## config.mk

```make
export PLATFORM = sky130hd
export DESIGN_NAME = icv_irq_ctrl
export DESIGN_NICKNAME = d
export VERILOG_FILES = /design/src/icv_pkg.sv /design/src/icv_irq_ctrl.sv /design/src/icv_pin_sync.sv
export SDC_FILE = /design/constraint.sdc
export NUM_CORES = 1
export LEC_CHECK = 0
export ABC_AREA = 1
export BUFFER_PORTS_ARGS = -buffer_cell sky130_fd_sc_hd__buf_4
export CORE_MARGIN = 10
export CORE_UTILIZATION = 30
export DETAILED_ROUTE_END_ITERATION = 8
export PLACE_DENSITY = 0.46
export SYNTH_ARGS = -nofsm -noshare
export SYNTH_HDL_FRONTEND = slang
export SYNTH_SLANG_ARGS = --single-unit
```

## constraint.sdc

```tcl
create_clock -name i_clk_sys -period 1.5 [get_ports i_clk_sys]
set_input_delay 0.3 -clock i_clk_sys [delete_from_list [all_inputs] [get_ports i_clk_sys]]
set_output_delay 0.3 -clock i_clk_sys [all_outputs]
set_load 0.03 [all_outputs]
```

## src/icv_pkg.sv

```systemverilog
// package: constants and carriers of the interrupt flag and vector logic
package icv_pkg;

  // ----------------------------------------------------------------
  // register port
  // ----------------------------------------------------------------
  localparam int ADDR_W = 3;
  localparam int DATA_W = 8;
  localparam logic [ADDR_W-1:0] ADDR_IRQ_CONTROL = 3'h0;
  localparam logic [ADDR_W-1:0] ADDR_PERIPH_FLAG = 3'h1;
  localparam logic [ADDR_W-1:0] ADDR_PERIPH_ENABLE = 3'h2;
  localparam logic [ADDR_W-1:0] ADDR_OPTION = 3'h3;

  // ----------------------------------------------------------------
  // irq_control_reg fields and the option_reg edge-select bit
  // ----------------------------------------------------------------
  localparam int GLOBAL_IRQ_ENABLE_BIT = 7;
  localparam int PERIPH_GROUP_ENABLE_BIT = 6;
  localparam int TIMER_OVERFLOW_ENABLE_BIT = 5;
  localparam int EXT_PIN_ENABLE_BIT = 4;
  localparam int PORT_CHANGE_ENABLE_BIT = 3;
  localparam int TIMER_OVERFLOW_FLAG_BIT = 2;
  localparam int EXT_PIN_FLAG_BIT = 1;
  localparam int PORT_CHANGE_FLAG_BIT = 0;
  localparam int EXT_EDGE_SELECT_BIT = 6;

  // ----------------------------------------------------------------
  // reset values
  // ----------------------------------------------------------------
  localparam logic [DATA_W-1:0] IRQ_CONTROL_RST = 8'h00;
  localparam logic [DATA_W-1:0] PERIPH_FLAG_RST = 8'h00;
  localparam logic [DATA_W-1:0] PERIPH_ENABLE_RST = 8'h00;
  localparam logic [DATA_W-1:0] OPTION_RST = 8'hff;
  localparam logic [DATA_W-1:0] READ_ZERO = 8'h00;

  // ----------------------------------------------------------------
  // vector and timing
  // ----------------------------------------------------------------
  localparam int PC_W = 13;
  localparam logic [PC_W-1:0] IRQ_VECTOR = 13'h0004;
  localparam int Q_PER_ICYC = 4;
  localparam int LAT_ICYC = 3;
  localparam int PORT_CHANGE_W = 4;
  localparam int MAX_SOURCES = 8;
  localparam int CORE_SOURCES = 3;

  // ----------------------------------------------------------------
  // carriers
  // ----------------------------------------------------------------
  typedef struct packed {
    logic wr;
    logic rd;
    logic [ADDR_W-1:0] addr;
    logic [DATA_W-1:0] wdata;
  } icv_bus_req_s;

  typedef struct packed {
    logic take;
    logic [PC_W-1:0] vec_addr;
  } icv_vec_s;

endpackage

```

## src/icv_irq_ctrl.sv

```systemverilog
// module: interrupt flags, enables, vectoring and wake-up control
//
// The address map and the strobed register port are this design's own decisions.
`timescale 1ns/100ps
module icv_irq_ctrl #(
  parameter int PERIPH_N = 5
) (
  input wire logic i_clk_sys,
  input wire logic i_rstn,
  input wire icv_pkg::icv_bus_req_s i_bus,
  output logic [icv_pkg::DATA_W-1:0] o_rdata,
  input wire logic i_ext_irq_pin,
  input wire logic [icv_pkg::PORT_CHANGE_W-1:0] i_second_io_port_hi,
  input wire logic i_timer_overflow,
  input wire logic [PERIPH_N-1:0] i_periph_evt,
  input wire logic i_return_from_handler,
  input wire logic i_sleep,
  output icv_pkg::icv_vec_s o_vec,
  output logic o_wake,
  output logic o_wake_to_vector
);

  // ----------------------------------------------------------------
  // elaboration check
  // ----------------------------------------------------------------
  if (PERIPH_N < 1 || PERIPH_N > icv_pkg::MAX_SOURCES - icv_pkg::CORE_SOURCES) begin : g_bad_n
    $error("PERIPH_N out of range");
  end

  // ----------------------------------------------------------------
  // declarations
  // ----------------------------------------------------------------
  logic [icv_pkg::DATA_W-1:0] irq_control_reg;
  logic [PERIPH_N-1:0] periph_flag_reg;
  logic [PERIPH_N-1:0] periph_enable_reg;
  logic [icv_pkg::DATA_W-1:0] option_reg;
  logic ext_sync;
  logic ext_prev;
  logic [icv_pkg::PORT_CHANGE_W-1:0] port_sync;
  logic [icv_pkg::PORT_CHANGE_W-1:0] port_prev;
  logic [1:0] prime_cnt;
  logic sync_primed;
  logic ext_evt;
  logic port_evt;
  logic wr_ctrl;
  logic wr_pflag;
  logic wr_pen;
  logic wr_option;
  logic [1:0] qcnt;
  logic boundary;
  logic [1:0] lat_cnt;
  logic take_req;
  logic take_now;
  logic wake_req;
  logic wake_sent;
  logic sleep_prev;
  logic ext_en_at_sleep;
  logic global_irq_enable;
  logic [icv_pkg::DATA_W-1:0] next_rdata;

  assign global_irq_enable = irq_control_reg[icv_pkg::GLOBAL_IRQ_ENABLE_BIT];

  // ----------------------------------------------------------------
  // functions
  // ----------------------------------------------------------------
  function automatic logic core_req(input logic [icv_pkg::DATA_W-1:0] ctl);
    core_req = (ctl[icv_pkg::EXT_PIN_FLAG_BIT] && ctl[icv_pkg::EXT_PIN_ENABLE_BIT])
      || (ctl[icv_pkg::TIMER_OVERFLOW_FLAG_BIT] && ctl[icv_pkg::TIMER_OVERFLOW_ENABLE_BIT])
      || (ctl[icv_pkg::PORT_CHANGE_FLAG_BIT] && ctl[icv_pkg::PORT_CHANGE_ENABLE_BIT]);
  endfunction

  function automatic logic periph_req(input logic [icv_pkg::DATA_W-1:0] ctl,
                                      input logic [PERIPH_N-1:0] flg,
                                      input logic [PERIPH_N-1:0] ena);
    periph_req = ctl[icv_pkg::PERIPH_GROUP_ENABLE_BIT] && |(flg & ena);
  endfunction

  function automatic logic [icv_pkg::DATA_W-1:0] widen(input logic [PERIPH_N-1:0] v);
    widen = icv_pkg::READ_ZERO;
    widen[PERIPH_N-1:0] = v;
  endfunction

  // ----------------------------------------------------------------
  // pin synchronisers
  // ----------------------------------------------------------------
  icv_pin_sync #(
    .WIDTH(1)
  ) u_ext_sync (
    .i_clk_sys(i_clk_sys),
    .i_rstn(i_rstn),
    .i_async(i_ext_irq_pin),
    .o_sync(ext_sync)
  );

  icv_pin_sync #(
    .WIDTH(icv_pkg::PORT_CHANGE_W)
  ) u_port_sync (
    .i_clk_sys(i_clk_sys),
    .i_rstn(i_rstn),
    .i_async(i_second_io_port_hi),
    .o_sync(port_sync)
  );

  // ----------------------------------------------------------------
  // edge and change detection
  // ----------------------------------------------------------------
  always_ff @(posedge i_clk_sys or negedge i_rstn) begin
    if (!i_rstn) begin
      ext_prev <= 1'b0;
      port_prev <= '0;
      prime_cnt <= 2'h0;
    end else begin
      ext_prev <= ext_sync;
      port_prev <= port_sync;
      prime_cnt <= prime_cnt + 2'(!sync_primed);
    end
  end

  // detection waits until both sync stages and prev hold real pin levels
  assign sync_primed = &prime_cnt;

  always_comb begin
    if (option_reg[icv_pkg::EXT_EDGE_SELECT_BIT]) begin
      ext_evt = sync_primed && ext_sync && !ext_prev;
    end else begin
      ext_evt = sync_primed && !ext_sync && ext_prev;
    end
    port_evt = sync_primed && (port_sync != port_prev);
  end

  // ----------------------------------------------------------------
  // register writes
  // ----------------------------------------------------------------
  assign wr_ctrl = i_bus.wr && (i_bus.addr == icv_pkg::ADDR_IRQ_CONTROL);
  assign wr_pflag = i_bus.wr && (i_bus.addr == icv_pkg::ADDR_PERIPH_FLAG);
  assign wr_pen = i_bus.wr && (i_bus.addr == icv_pkg::ADDR_PERIPH_ENABLE);
  assign wr_option = i_bus.wr && (i_bus.addr == icv_pkg::ADDR_OPTION);

  // control register: enables, core flags and global enable
  always_ff @(posedge i_clk_sys or negedge i_rstn) begin
    if (!i_rstn) begin
      irq_control_reg <= icv_pkg::IRQ_CONTROL_RST;
    end else begin
      if (wr_ctrl) begin
        irq_control_reg <= i_bus.wdata;
      end
      // handler return re-arms, taking disarms; taking wins
      if (i_return_from_handler) begin
        irq_control_reg[icv_pkg::GLOBAL_IRQ_ENABLE_BIT] <= 1'b1;
      end
      if (take_now) begin
        irq_control_reg[icv_pkg::GLOBAL_IRQ_ENABLE_BIT] <= 1'b0;
      end
      // events set flags over any software clear
      if (ext_evt) begin
        irq_control_reg[icv_pkg::EXT_PIN_FLAG_BIT] <= 1'b1;
      end
      if (i_timer_overflow) begin
        irq_control_reg[icv_pkg::TIMER_OVERFLOW_FLAG_BIT] <= 1'b1;
      end
      if (port_evt) begin
        irq_control_reg[icv_pkg::PORT_CHANGE_FLAG_BIT] <= 1'b1;
      end
    end
  end

  // peripheral flags, own register
  always_ff @(posedge i_clk_sys or negedge i_rstn) begin
    if (!i_rstn) begin
      periph_flag_reg <= icv_pkg::PERIPH_FLAG_RST[PERIPH_N-1:0];
    end else begin
      periph_flag_reg <= (wr_pflag ? i_bus.wdata[PERIPH_N-1:0] : periph_flag_reg)
        | i_periph_evt;
    end
  end

  // peripheral enables, own register
  always_ff @(posedge i_clk_sys or negedge i_rstn) begin
    if (!i_rstn) begin
      periph_enable_reg <= icv_pkg::PERIPH_ENABLE_RST[PERIPH_N-1:0];
    end else if (wr_pen) begin
      periph_enable_reg <= i_bus.wdata[PERIPH_N-1:0];
    end
  end

  // option register, edge select
  always_ff @(posedge i_clk_sys or negedge i_rstn) begin
    if (!i_rstn) begin
      option_reg <= icv_pkg::OPTION_RST;
    end else if (wr_option) begin
      option_reg <= i_bus.wdata;
    end
  end

  // ----------------------------------------------------------------
  // register reads
  // ----------------------------------------------------------------
  always_comb begin
    next_rdata = icv_pkg::READ_ZERO;
    if (i_bus.rd) begin
      unique case (i_bus.addr)
        icv_pkg::ADDR_IRQ_CONTROL: next_rdata = irq_control_reg;
        icv_pkg::ADDR_PERIPH_FLAG: next_rdata = widen(periph_flag_reg);
        icv_pkg::ADDR_PERIPH_ENABLE: next_rdata = widen(periph_enable_reg);
        icv_pkg::ADDR_OPTION: next_rdata = option_reg;
        default: next_rdata = icv_pkg::READ_ZERO;
      endcase
    end
  end

  always_ff @(posedge i_clk_sys or negedge i_rstn) begin
    if (!i_rstn) begin
      o_rdata <= icv_pkg::READ_ZERO;
    end else begin
      o_rdata <= next_rdata;
    end
  end

  // ----------------------------------------------------------------
  // instruction-cycle phase and vector latency
  // ----------------------------------------------------------------
  always_ff @(posedge i_clk_sys or negedge i_rstn) begin
    if (!i_rstn) begin
      qcnt <= 2'h0;
    end else begin
      qcnt <= (qcnt == 2'(icv_pkg::Q_PER_ICYC - 1)) ? 2'h0 : qcnt + 2'h1;
    end
  end

  assign boundary = (qcnt == 2'(icv_pkg::Q_PER_ICYC - 1));

  assign wake_req = core_req(irq_control_reg)
    || periph_req(irq_control_reg, periph_flag_reg, periph_enable_reg);
  assign take_req = global_irq_enable && wake_req && !i_sleep;
  assign take_now = take_req && boundary
    && (lat_cnt == 2'(icv_pkg::LAT_ICYC - 1));

  // count instruction boundaries while a request stands
  always_ff @(posedge i_clk_sys or negedge i_rstn) begin
    if (!i_rstn) begin
      lat_cnt <= 2'h0;
    end else if (!take_req || take_now) begin
      lat_cnt <= 2'h0;
    end else if (boundary) begin
      lat_cnt <= lat_cnt + 2'h1;
    end
  end

  // vector output to the core: push return and load vector
  always_ff @(posedge i_clk_sys or negedge i_rstn) begin
    if (!i_rstn) begin
      o_vec <= '0;
    end else begin
      o_vec.take <= take_now;
      o_vec.vec_addr <= icv_pkg::IRQ_VECTOR;
    end
  end

  // ----------------------------------------------------------------
  // sleep and wake-up
  // ----------------------------------------------------------------
  always_ff @(posedge i_clk_sys or negedge i_rstn) begin
    if (!i_rstn) begin
      sleep_prev <= 1'b0;
      ext_en_at_sleep <= 1'b0;
    end else begin
      sleep_prev <= i_sleep;
      if (i_sleep && !sleep_prev) begin
        ext_en_at_sleep <= irq_control_reg[icv_pkg::EXT_PIN_ENABLE_BIT];
      end
    end
  end

  // pin wakes only with the enable held at sleep entry
  logic sleep_wake;
  assign sleep_wake = (irq_control_reg[icv_pkg::EXT_PIN_FLAG_BIT] && ext_en_at_sleep)
    || (irq_control_reg[icv_pkg::TIMER_OVERFLOW_FLAG_BIT]
        && irq_control_reg[icv_pkg::TIMER_OVERFLOW_ENABLE_BIT])
    || (irq_control_reg[icv_pkg::PORT_CHANGE_FLAG_BIT]
        && irq_control_reg[icv_pkg::PORT_CHANGE_ENABLE_BIT])
    || periph_req(irq_control_reg, periph_flag_reg, periph_enable_reg);

  // one wake pulse per sleep; registers are left as they stand
  always_ff @(posedge i_clk_sys or negedge i_rstn) begin
    if (!i_rstn) begin
      o_wake <= 1'b0;
      wake_sent <= 1'b0;
      o_wake_to_vector <= 1'b0;
    end else begin
      o_wake <= i_sleep && sleep_prev && sleep_wake && !wake_sent;
      if (!i_sleep) begin
        wake_sent <= 1'b0;
      end else if (sleep_prev && sleep_wake) begin
        wake_sent <= 1'b1;
      end
      if (i_sleep && sleep_prev && sleep_wake && !wake_sent) begin
        o_wake_to_vector <= global_irq_enable;
      end
    end
  end

  // ----------------------------------------------------------------
  // assertions
  // ----------------------------------------------------------------
  AST_TAKE_CLEARS_GIE: assert property (
    @(posedge i_clk_sys) disable iff (!i_rstn)
    take_now |=> (o_vec.take && !global_irq_enable))
    else $error("take did not clear global enable");

  AST_VECTOR_ADDR: assert property (
    @(posedge i_clk_sys) disable iff (!i_rstn)
    o_vec.take |-> (o_vec.vec_addr == icv_pkg::IRQ_VECTOR))
    else $error("wrong vector address");

  AST_RETURN_SETS_GIE: assert property (
    @(posedge i_clk_sys) disable iff (!i_rstn)
    (i_return_from_handler && !take_now && !wr_ctrl) |=> global_irq_enable)
    else $error("return did not set global enable");

  AST_TAKE_NEEDS_GIE: assert property (
    @(posedge i_clk_sys) disable iff (!i_rstn)
    $rose(o_vec.take) |-> $past(global_irq_enable) && !global_irq_enable)
    else $error("interrupt taken without global enable");

  AST_EXT_FLAG: assert property (
    @(posedge i_clk_sys) disable iff (!i_rstn)
    ext_evt |=> irq_control_reg[icv_pkg::EXT_PIN_FLAG_BIT])
    else $error("external edge did not set flag");

  AST_TIMER_FLAG: assert property (
    @(posedge i_clk_sys) disable iff (!i_rstn)
    i_timer_overflow |=> irq_control_reg[icv_pkg::TIMER_OVERFLOW_FLAG_BIT])
    else $error("timer overflow did not set flag");

  AST_PORT_FLAG: assert property (
    @(posedge i_clk_sys) disable iff (!i_rstn)
    port_evt |=> irq_control_reg[icv_pkg::PORT_CHANGE_FLAG_BIT])
    else $error("port change did not set flag");

  AST_PERIPH_FLAG: assert property (
    @(posedge i_clk_sys) disable iff (!i_rstn)
    |i_periph_evt |=> |periph_flag_reg)
    else $error("peripheral event lost");

  AST_LATENCY: assert property (
    @(posedge i_clk_sys) disable iff (!i_rstn)
    (take_req && boundary && lat_cnt == 2'h0 && !wr_ctrl && !i_sleep)
      |-> ##[1:8] (take_now || !take_req))
    else $error("vector latency exceeded");

  AST_PERIPH_GATE: assert property (
    @(posedge i_clk_sys) disable iff (!i_rstn)
    (take_now && !core_req(irq_control_reg))
      |-> irq_control_reg[icv_pkg::PERIPH_GROUP_ENABLE_BIT])
    else $error("peripheral taken without group enable");

  AST_WAKE: assert property (
    @(posedge i_clk_sys) disable iff (!i_rstn)
    (i_sleep && sleep_prev && sleep_wake && !wake_sent)
      |=> (o_wake && o_wake_to_vector == $past(global_irq_enable)))
    else $error("wake not raised");

endmodule

```

## src/icv_pin_sync.sv

```systemverilog
// module: two-flop synchroniser for pin inputs
`timescale 1ns/100ps
module icv_pin_sync #(
  parameter int WIDTH = 1
) (
  input wire logic i_clk_sys,
  input wire logic i_rstn,
  input wire logic [WIDTH-1:0] i_async,
  output logic [WIDTH-1:0] o_sync
);

  logic [WIDTH-1:0] meta;

  // ----------------------------------------------------------------
  // first stage read only by the second
  // ----------------------------------------------------------------
  always_ff @(posedge i_clk_sys or negedge i_rstn) begin
    if (!i_rstn) begin
      meta <= '0;
      o_sync <= '0;
    end else begin
      meta <= i_async;
      o_sync <= meta;
    end
  end

endmodule

```

==> impl_metrics.ini, run 1 <==
[sta]
finalHoldViolations = 0
fin_crit_sh = 0.807
finalSetupViolCount = 0
rsz0062_at_grt = no
setup_tns_ns = 0
fin_skew_ns = 0.00519
fmax_mhz = 826
fin_crit_ns = 1.21
slew_viol_final = 0

[route]
ant_nets = 0
avgRoutedWirePerCell_um = 12.9
vias = 1793
drt-vias-per-instance = 4.20
firstDrtPassIters = 4
initialDrtViolationCount = 88
finalWirelength_mm = 5.51
drc_errors = 0

[critical_path]
cp.arrival_ns = 1.49
worst-setup-path-type = flop to flop
crit_required_ns = 1.78
rr_startpoint = periph_flag_reg[3]
slowest_stage = dfrtp_1
r2r_slack_ns = 0.29
crit_buf_inv = 1
crit_path_end_kind = flop
path_delay_family = simple AND/OR/NAND/NOR gates
max_stage_delay_ns = 0.40
crit_top_cell = nand2_1
critPathMaxFanout = 5
worstSetupStartpointType = flop
reg2reg_depth = 7
r2r-end = irq_control_reg[7]
path_cells = nand2_1, nand3_1, o21bai_1, nand2_1, nand3_1, nand2_1, inv_1

[synth]
synth_most_common_cell = nand2_1
syn_area_mm2 = 0.00260
synth_area_per_cell_um2 = 9.81
synth_edf_count = 0
synth_area_leaders = dfrtp_1 (52%), nand2_1 (9.7%), dfstp_2 (8.1%)
async_reset_ff_frac = 1.00
synthDistinctLibCells = 28
yosys.area.top_type = dfrtp_1
ys_seq_elements = 62
synth-main-ff-cell = dfrtp_1
synth_seq_area_share = 0.601
syn_inst = 265
synth_common_cells = nand2_1 (67), dfrtp_1 (54), inv_1 (36)
yosysTopAreaCellShare = 0.520
yosys_warnings = 0

[die]
die_w_um = 113
die_area_mm2 = 0.0128
start_util = 0.312
die_h_um = 113
core_area_mm2 = 0.00834
num_io_pins = 52
rows = 33

[clocking]
clock_latency_ns = 0.34
clockBufferDepth = 2
root_buffer = clkbuf_8
path_clk_slew_ns = 0.07
cts_buffers = 9
cts.sinks = 62
cts_tree = done
htree_levels = 3

[layout]
seqCellArea_mm2 = 0.00156
post-route-util = 0.393
diodes = 0
layout.cells.non_filler = 427
multi_input_area_um2 = 825
finalNetCount = 347
area_growth_pct = 26.1
nFillCells = 858
final_layout_size_suffix_gt1_frac = 0.264

[place]
io_buffers = 39
dp_hpwl_mm = 4.10
dpl.cell_count = 410
gp_congestion = 0.781

[global_routing]
overflow = 0
grt_pass1_vias = 1830
grt_pass1_wl_mm = 9.00
grt_usage = 0.0883
grt_start_max_net_pins = 63
antenna_found_initial = 0

[min_path]
min_delay_path_depth = 1
min_from = i_ext_irq_pin
hold_end = u_ext_sync.meta
hold_path_class = input port to flop

[run]
cap_violations = 0

[outcome]
status = completed

[power_and_ir_drop]
p_per_area_mw_per_mm2 = 1360
leakagePower_nw = 1.64
vdd_ir_drop_max_v = 0.000549
[cells in the final DEF (no fill, tap or decap), drive strengths merged]
cell type | netlist | layout
dlygate4sd3 | 0 | 1
xnor2 | 4 | 4
bufinv | 0 | 4
nand2 | 70 | 70
mux2 | 1 | 1
o21bai | 1 | 1
dfstp | 8 | 8
nor2 | 9 | 9
clkinvlp | 0 | 1
conb | 2 | 13
nand3 | 5 | 5
buf | 13 | 42
inv | 40 | 41
o211ai | 2 | 2
ha | 2 | 2
a31oi | 5 | 5
nand4 | 6 | 6
clkinv | 0 | 1
a21oi | 14 | 14
o21ai | 28 | 28
dfrtp | 54 | 54
clkbuf | 0 | 9
or2 | 1 | 1
[worst max-delay path by stage]
stage	startpoint	end	slack, ns	cells past startpoint
after floorplan	i_bus[8]	irq_control_reg[7]	0.46	8
after global placement	i_bus[8]	irq_control_reg[7]	0.21	9
after detailed placement	i_bus[8]	irq_control_reg[7]	0.21	9
after CTS	periph_flag_reg[1]	irq_control_reg[7]	0.26	7
after global routing	periph_flag_reg[1]	irq_control_reg[7]	0.08	7
final	periph_flag_reg[3]	irq_control_reg[7]	0.29	7
[cell type report]
type	count	share of cell area
multi-input combinational	161	0.252
clock buffer	9	0.0378
sequential	62	0.477
timing repair buffer	43	0.103
inverter	40	0.0466
tap	105	0.0401
clock inverter	7	0.0443
[metal layers]
metal | GRT usage | wire length (um)
met5 | 0 | 0
met4 | 0.0245 | 56
met3 | 0.0460 | 405
met2 | 0.134 | 2510
met1 | 0.107 | 2540
[power by group]
group	internal (mW)	leakage, nW	switching (mW)
sequential	1.86	0.716	0.0912
clock	1.28	0.130	0.691
combinational	0.207	0.798	0.334
[metrics by stage]
stage               hold slack, ns  cell area (um^2)  total power, mW  worst slack (ns)
floorplan                  0.00441              2640             2.32             0.463
CTS                         0.0439              3280             4.52             0.261
finish                      0.0623              3280             4.46             0.290
global placement             0.324              3000             2.52             0.214
global route                0.0404              3280             4.68            0.0843
detailed placement           0.328              3000             2.53             0.206
[cells by family (layout without fill, tap and decap cells)]
group           count (synthesis)  after routing  synth area share
compound gates                 50             50             0.113
xor+xnor                        4              4            0.0135
fa+ha+maj                       2              2           0.00963
buf+inv                        53             99            0.0977
flops                          62             62             0.601
mux                             1              1           0.00578
other cells                     2             13           0.00289
simple gates                   91             91             0.156
[what timing repair did]
action | in CTS | in global routing
hold buffers | 1 | 0
gates resized for setup | 0 | 0
setup buffers | 0 | 0
endpoints found under the hold margin | 54 | 0
(Power assumes the default switching activity.)
==> inputs of run 2 (changes only) <==
--- a/config.mk
+++ b/config.mk
@@ -5,7 +5,7 @@
 export SDC_FILE = /design/constraint.sdc
 export NUM_CORES = 1
 export LEC_CHECK = 0
-export ABC_AREA = 1
+export ABC_AREA = 0
 export BUFFER_PORTS_ARGS = -buffer_cell sky130_fd_sc_hd__buf_4
 export CORE_MARGIN = 10
 export CORE_UTILIZATION = 30
==> constraint.sdc (replaced) <==
create_clock -name i_clk_sys -period 1.2 [get_ports i_clk_sys]
set_input_delay 0.24 -clock i_clk_sys [delete_from_list [all_inputs] [get_ports i_clk_sys]]
set_output_delay 0.24 -clock i_clk_sys [all_outputs]
set_load 0.03 [all_outputs]
==> run 2 against run 1 <==
  * The run now ends with setup timing left
  * Design area up 6.4%
  * Global-route usage rose by 0.76 points
  * Synthesized area decreased by 0.96%
  * Register-to-register slack got worse by 0.63 ns
  * Maximum frequency is 21% lower
  * Die area is 0.79% lower
  * Final cell count down 9.1%
  * First-iteration DRC count increased by 17%
  * Core utilization is 2.7 points higher
  * Combinational power rose by 60%
  * Highest routed layer unchanged
==> impl_metrics.ini, run 2 <==
[sta]
fin_crit_sh = 1.28
slew_viol_final = 0
fin_crit_ns = 1.54
rsz0062_at_grt = yes
finalSetupViolCount = 7
setup_tns_ns = -1.53
fin_skew_ns = 0.00939
finalHoldViolations = 0
fmax_mhz = 651
setup_ws_ns = -0.336

[global_routing]
met1_usage = 0.127
grt.busiest_layer = met2
gr-usage-met3 = 0.0357
antenna_found_initial = 0
grt_util_met2 = 0.137
grt_start_max_net_pins = 29
grt_pass1_vias = 1886
overflow = 0
grt_usage = 0.0959
grt_pass1_wl_mm = 9.63

[synth]
synth-main-ff-cell = dfrtp_1
ys_seq_elements = 62
synth_edf_count = 0
synth_common_cells = dfrtp_1 (54), mux2_2 (18), mux2i_1 (14), nor2_1 (14), buf_4 (12)
synth_seq_area_share = 0.607
syn_area_mm2 = 0.00257
syn_inst = 197
yosys.area.top_type = dfrtp_1
yosys_warnings = 0
synth_most_common_cell = dfrtp_1
synth_area_leaders = dfrtp_1 (53%), dfstp_2 (8.2%), mux2_2 (7.9%)
async_reset_ff_frac = 1.00
synth_area_per_cell_um2 = 13.1
synthDistinctLibCells = 34
yosysTopAreaCellShare = 0.525

[route]
drt-vias-per-instance = 4.40
firstDrtPassIters = 4
finalWirelength_mm = 5.91
vias = 1706
initialDrtViolationCount = 103
ant_nets = 0
drc_errors = 0
avgRoutedWirePerCell_um = 15.2

[critical_path]
crit_required_ns = 1.42
startpoint = periph_enable_reg[4]
critPathMaxFanout = 3
worstSetupStartpointType = flop
worst-setup-path-type = flop to flop
cp.arrival_ns = 1.76
rr_startpoint = periph_enable_reg[4]
crit_path_end_kind = flop

[place]
preCtsSetupSlack_ns = -0.381
dpl.cell_count = 365
io_buffers = 39
dp_hpwl_mm = 4.39
gp_congestion = 0.742

[power_and_ir_drop]
total_power_mw = 5.42
p_per_area_mw_per_mm2 = 1550
clock_power_share = 0.389
seq_power_share = 0.452
p_switching_mw = 1.44
leakagePower_nw = 1.61
vdd_ir_drop_max_v = 0.000965
comb_power_share = 0.159
switching_share = 0.265
cellInternalPower_mw = 3.98

[clocking]
clock_latency_ns = 0.34
cts_tree = done
cts.sinks = 62
clockBufferDepth = 2
root_buffer = clkbuf_8
htree_levels = 3
cts_buffers = 9
path_clk_slew_ns = 0.08

[die]
rows = 33
die_w_um = 113
die_area_mm2 = 0.0127
start_util = 0.310
core_area_mm2 = 0.00830
die_h_um = 113
num_io_pins = 52

[min_path]
min_from = i_sleep
hold_path_class = input port to flop

[layout]
nFillCells = 819
final_layout_size_suffix_gt1_frac = 0.428
post-route-util = 0.420
area_growth_pct = 35.5
finalNetCount = 308
diodes = 0
final_common_cell = buf_4
layout.cells.non_filler = 388
final_cell_mix = buf_4 (69), dfrtp_1 (54), mux2_2 (18)

[run]
cap_violations = 0

[outcome]
violations = setup timing
status = finished with violations
[run 2: cell count changes after synthesis, moves of 5 or more]
cell     change
o21ai_0     -16
o22a_1       +6
nand2_1     -56
a31oi_1      -5
o21ai_2      -7
a21oi_1      -9
nor2_1       +7
mux2_2      +18
nand4_1      -6
inv_1       -34
mux2i_1     +14
and3_1       +6
a211o_1      +6
[run 2: critical path, stage by stage, from the launching register on]
cell      delay, ns
dfrtp_1        0.40
a222oi_1       0.37
a21boi_1       0.15
o21a_1         0.22
mux2_4         0.30
[run 2: cell type report]
| class | count | area [um^2] | area share |
|---|---|---|---|
| Clock inverter | 7 | 105 | 0.0301 |
| Inverter | 2 | 7.51 | 0.00215 |
| Clock buffer | 9 | 124 | 0.0355 |
| Sequential cell | 62 | 1560 | 0.448 |
| Tap cell | 105 | 131 | 0.0377 |
| Timing Repair Buffer | 77 | 618 | 0.177 |
| Multi-Input combinational cell | 126 | 940 | 0.269 |
[run 2: metal layers]
metal / vias up / part of all wire
met5: - / 0
met2: 45 / 0.44
li1: 824 / -
met1: 831 / 0.48
met3: 6 / 0.063
met4: 0 / 0.0088
[run 2: logic make-up (layout without fill, tap and decap cells)]
group / Yosys count / after routing / synth area share
buffers and inverters: 20 / 95 / 0.0530
other: 2 / 13 / 0.00292
DFF: 62 / 62 / 0.607
muxes: 34 / 34 / 0.142
and+or+nand+nor: 47 / 47 / 0.0972
AOI/OAI and AO/OA: 26 / 26 / 0.0749
xor gates and xnor gates: 4 / 4 / 0.0136
adders and majority gates: 2 / 2 / 0.00972
[run 2: power by group through the flow]
stage	registers [mW]	logic, mW	clock network [mW]
floorplan	2.50	0.433	0
global placement	2.49	0.822	0
detailed placement	2.49	0.826	0
CTS	2.45	0.867	2.18
global route	2.48	0.952	2.27
finish	2.45	0.863	2.11
[run 2: stage by stage]
| stage | hold WS [ns] | cell area (um^2) |
|---|---|---|
| after floorplan | -0.0556 | 2630 |
| after global placement | 0.191 | 3180 |
| after detailed placement | 0.191 | 3180 |
| after CTS | 0.0231 | 3480 |
| after global routing | 0.0226 | 3490 |
| final | 0.0449 | 3490 |
[run 2: path summary, 6_finish.rpt]
path / slack, ns / endpoint / cells after the start
worst max-delay path: -0.34 / o_wake_to_vector / 4
worst min-delay path: 0.04 / sleep_prev / 1
worst max register to register: -0.34 / o_wake_to_vector / 4
worst min register to register: 0.35 / u_ext_sync.o_sync / 0
max in group asynchronous: 0.33 / o_rdata[7] / 3
min in group asynchronous: 0.36 / periph_enable_reg[0] / 2
[run 2: what timing repair did]
item	in CTS	in global routing
setup buffers	1	1
hold buffers	6	0
pin swaps	4	3
gates resized for setup	5	0
endpoints found under the hold margin	20	0
setup endpoints to repair	7	8
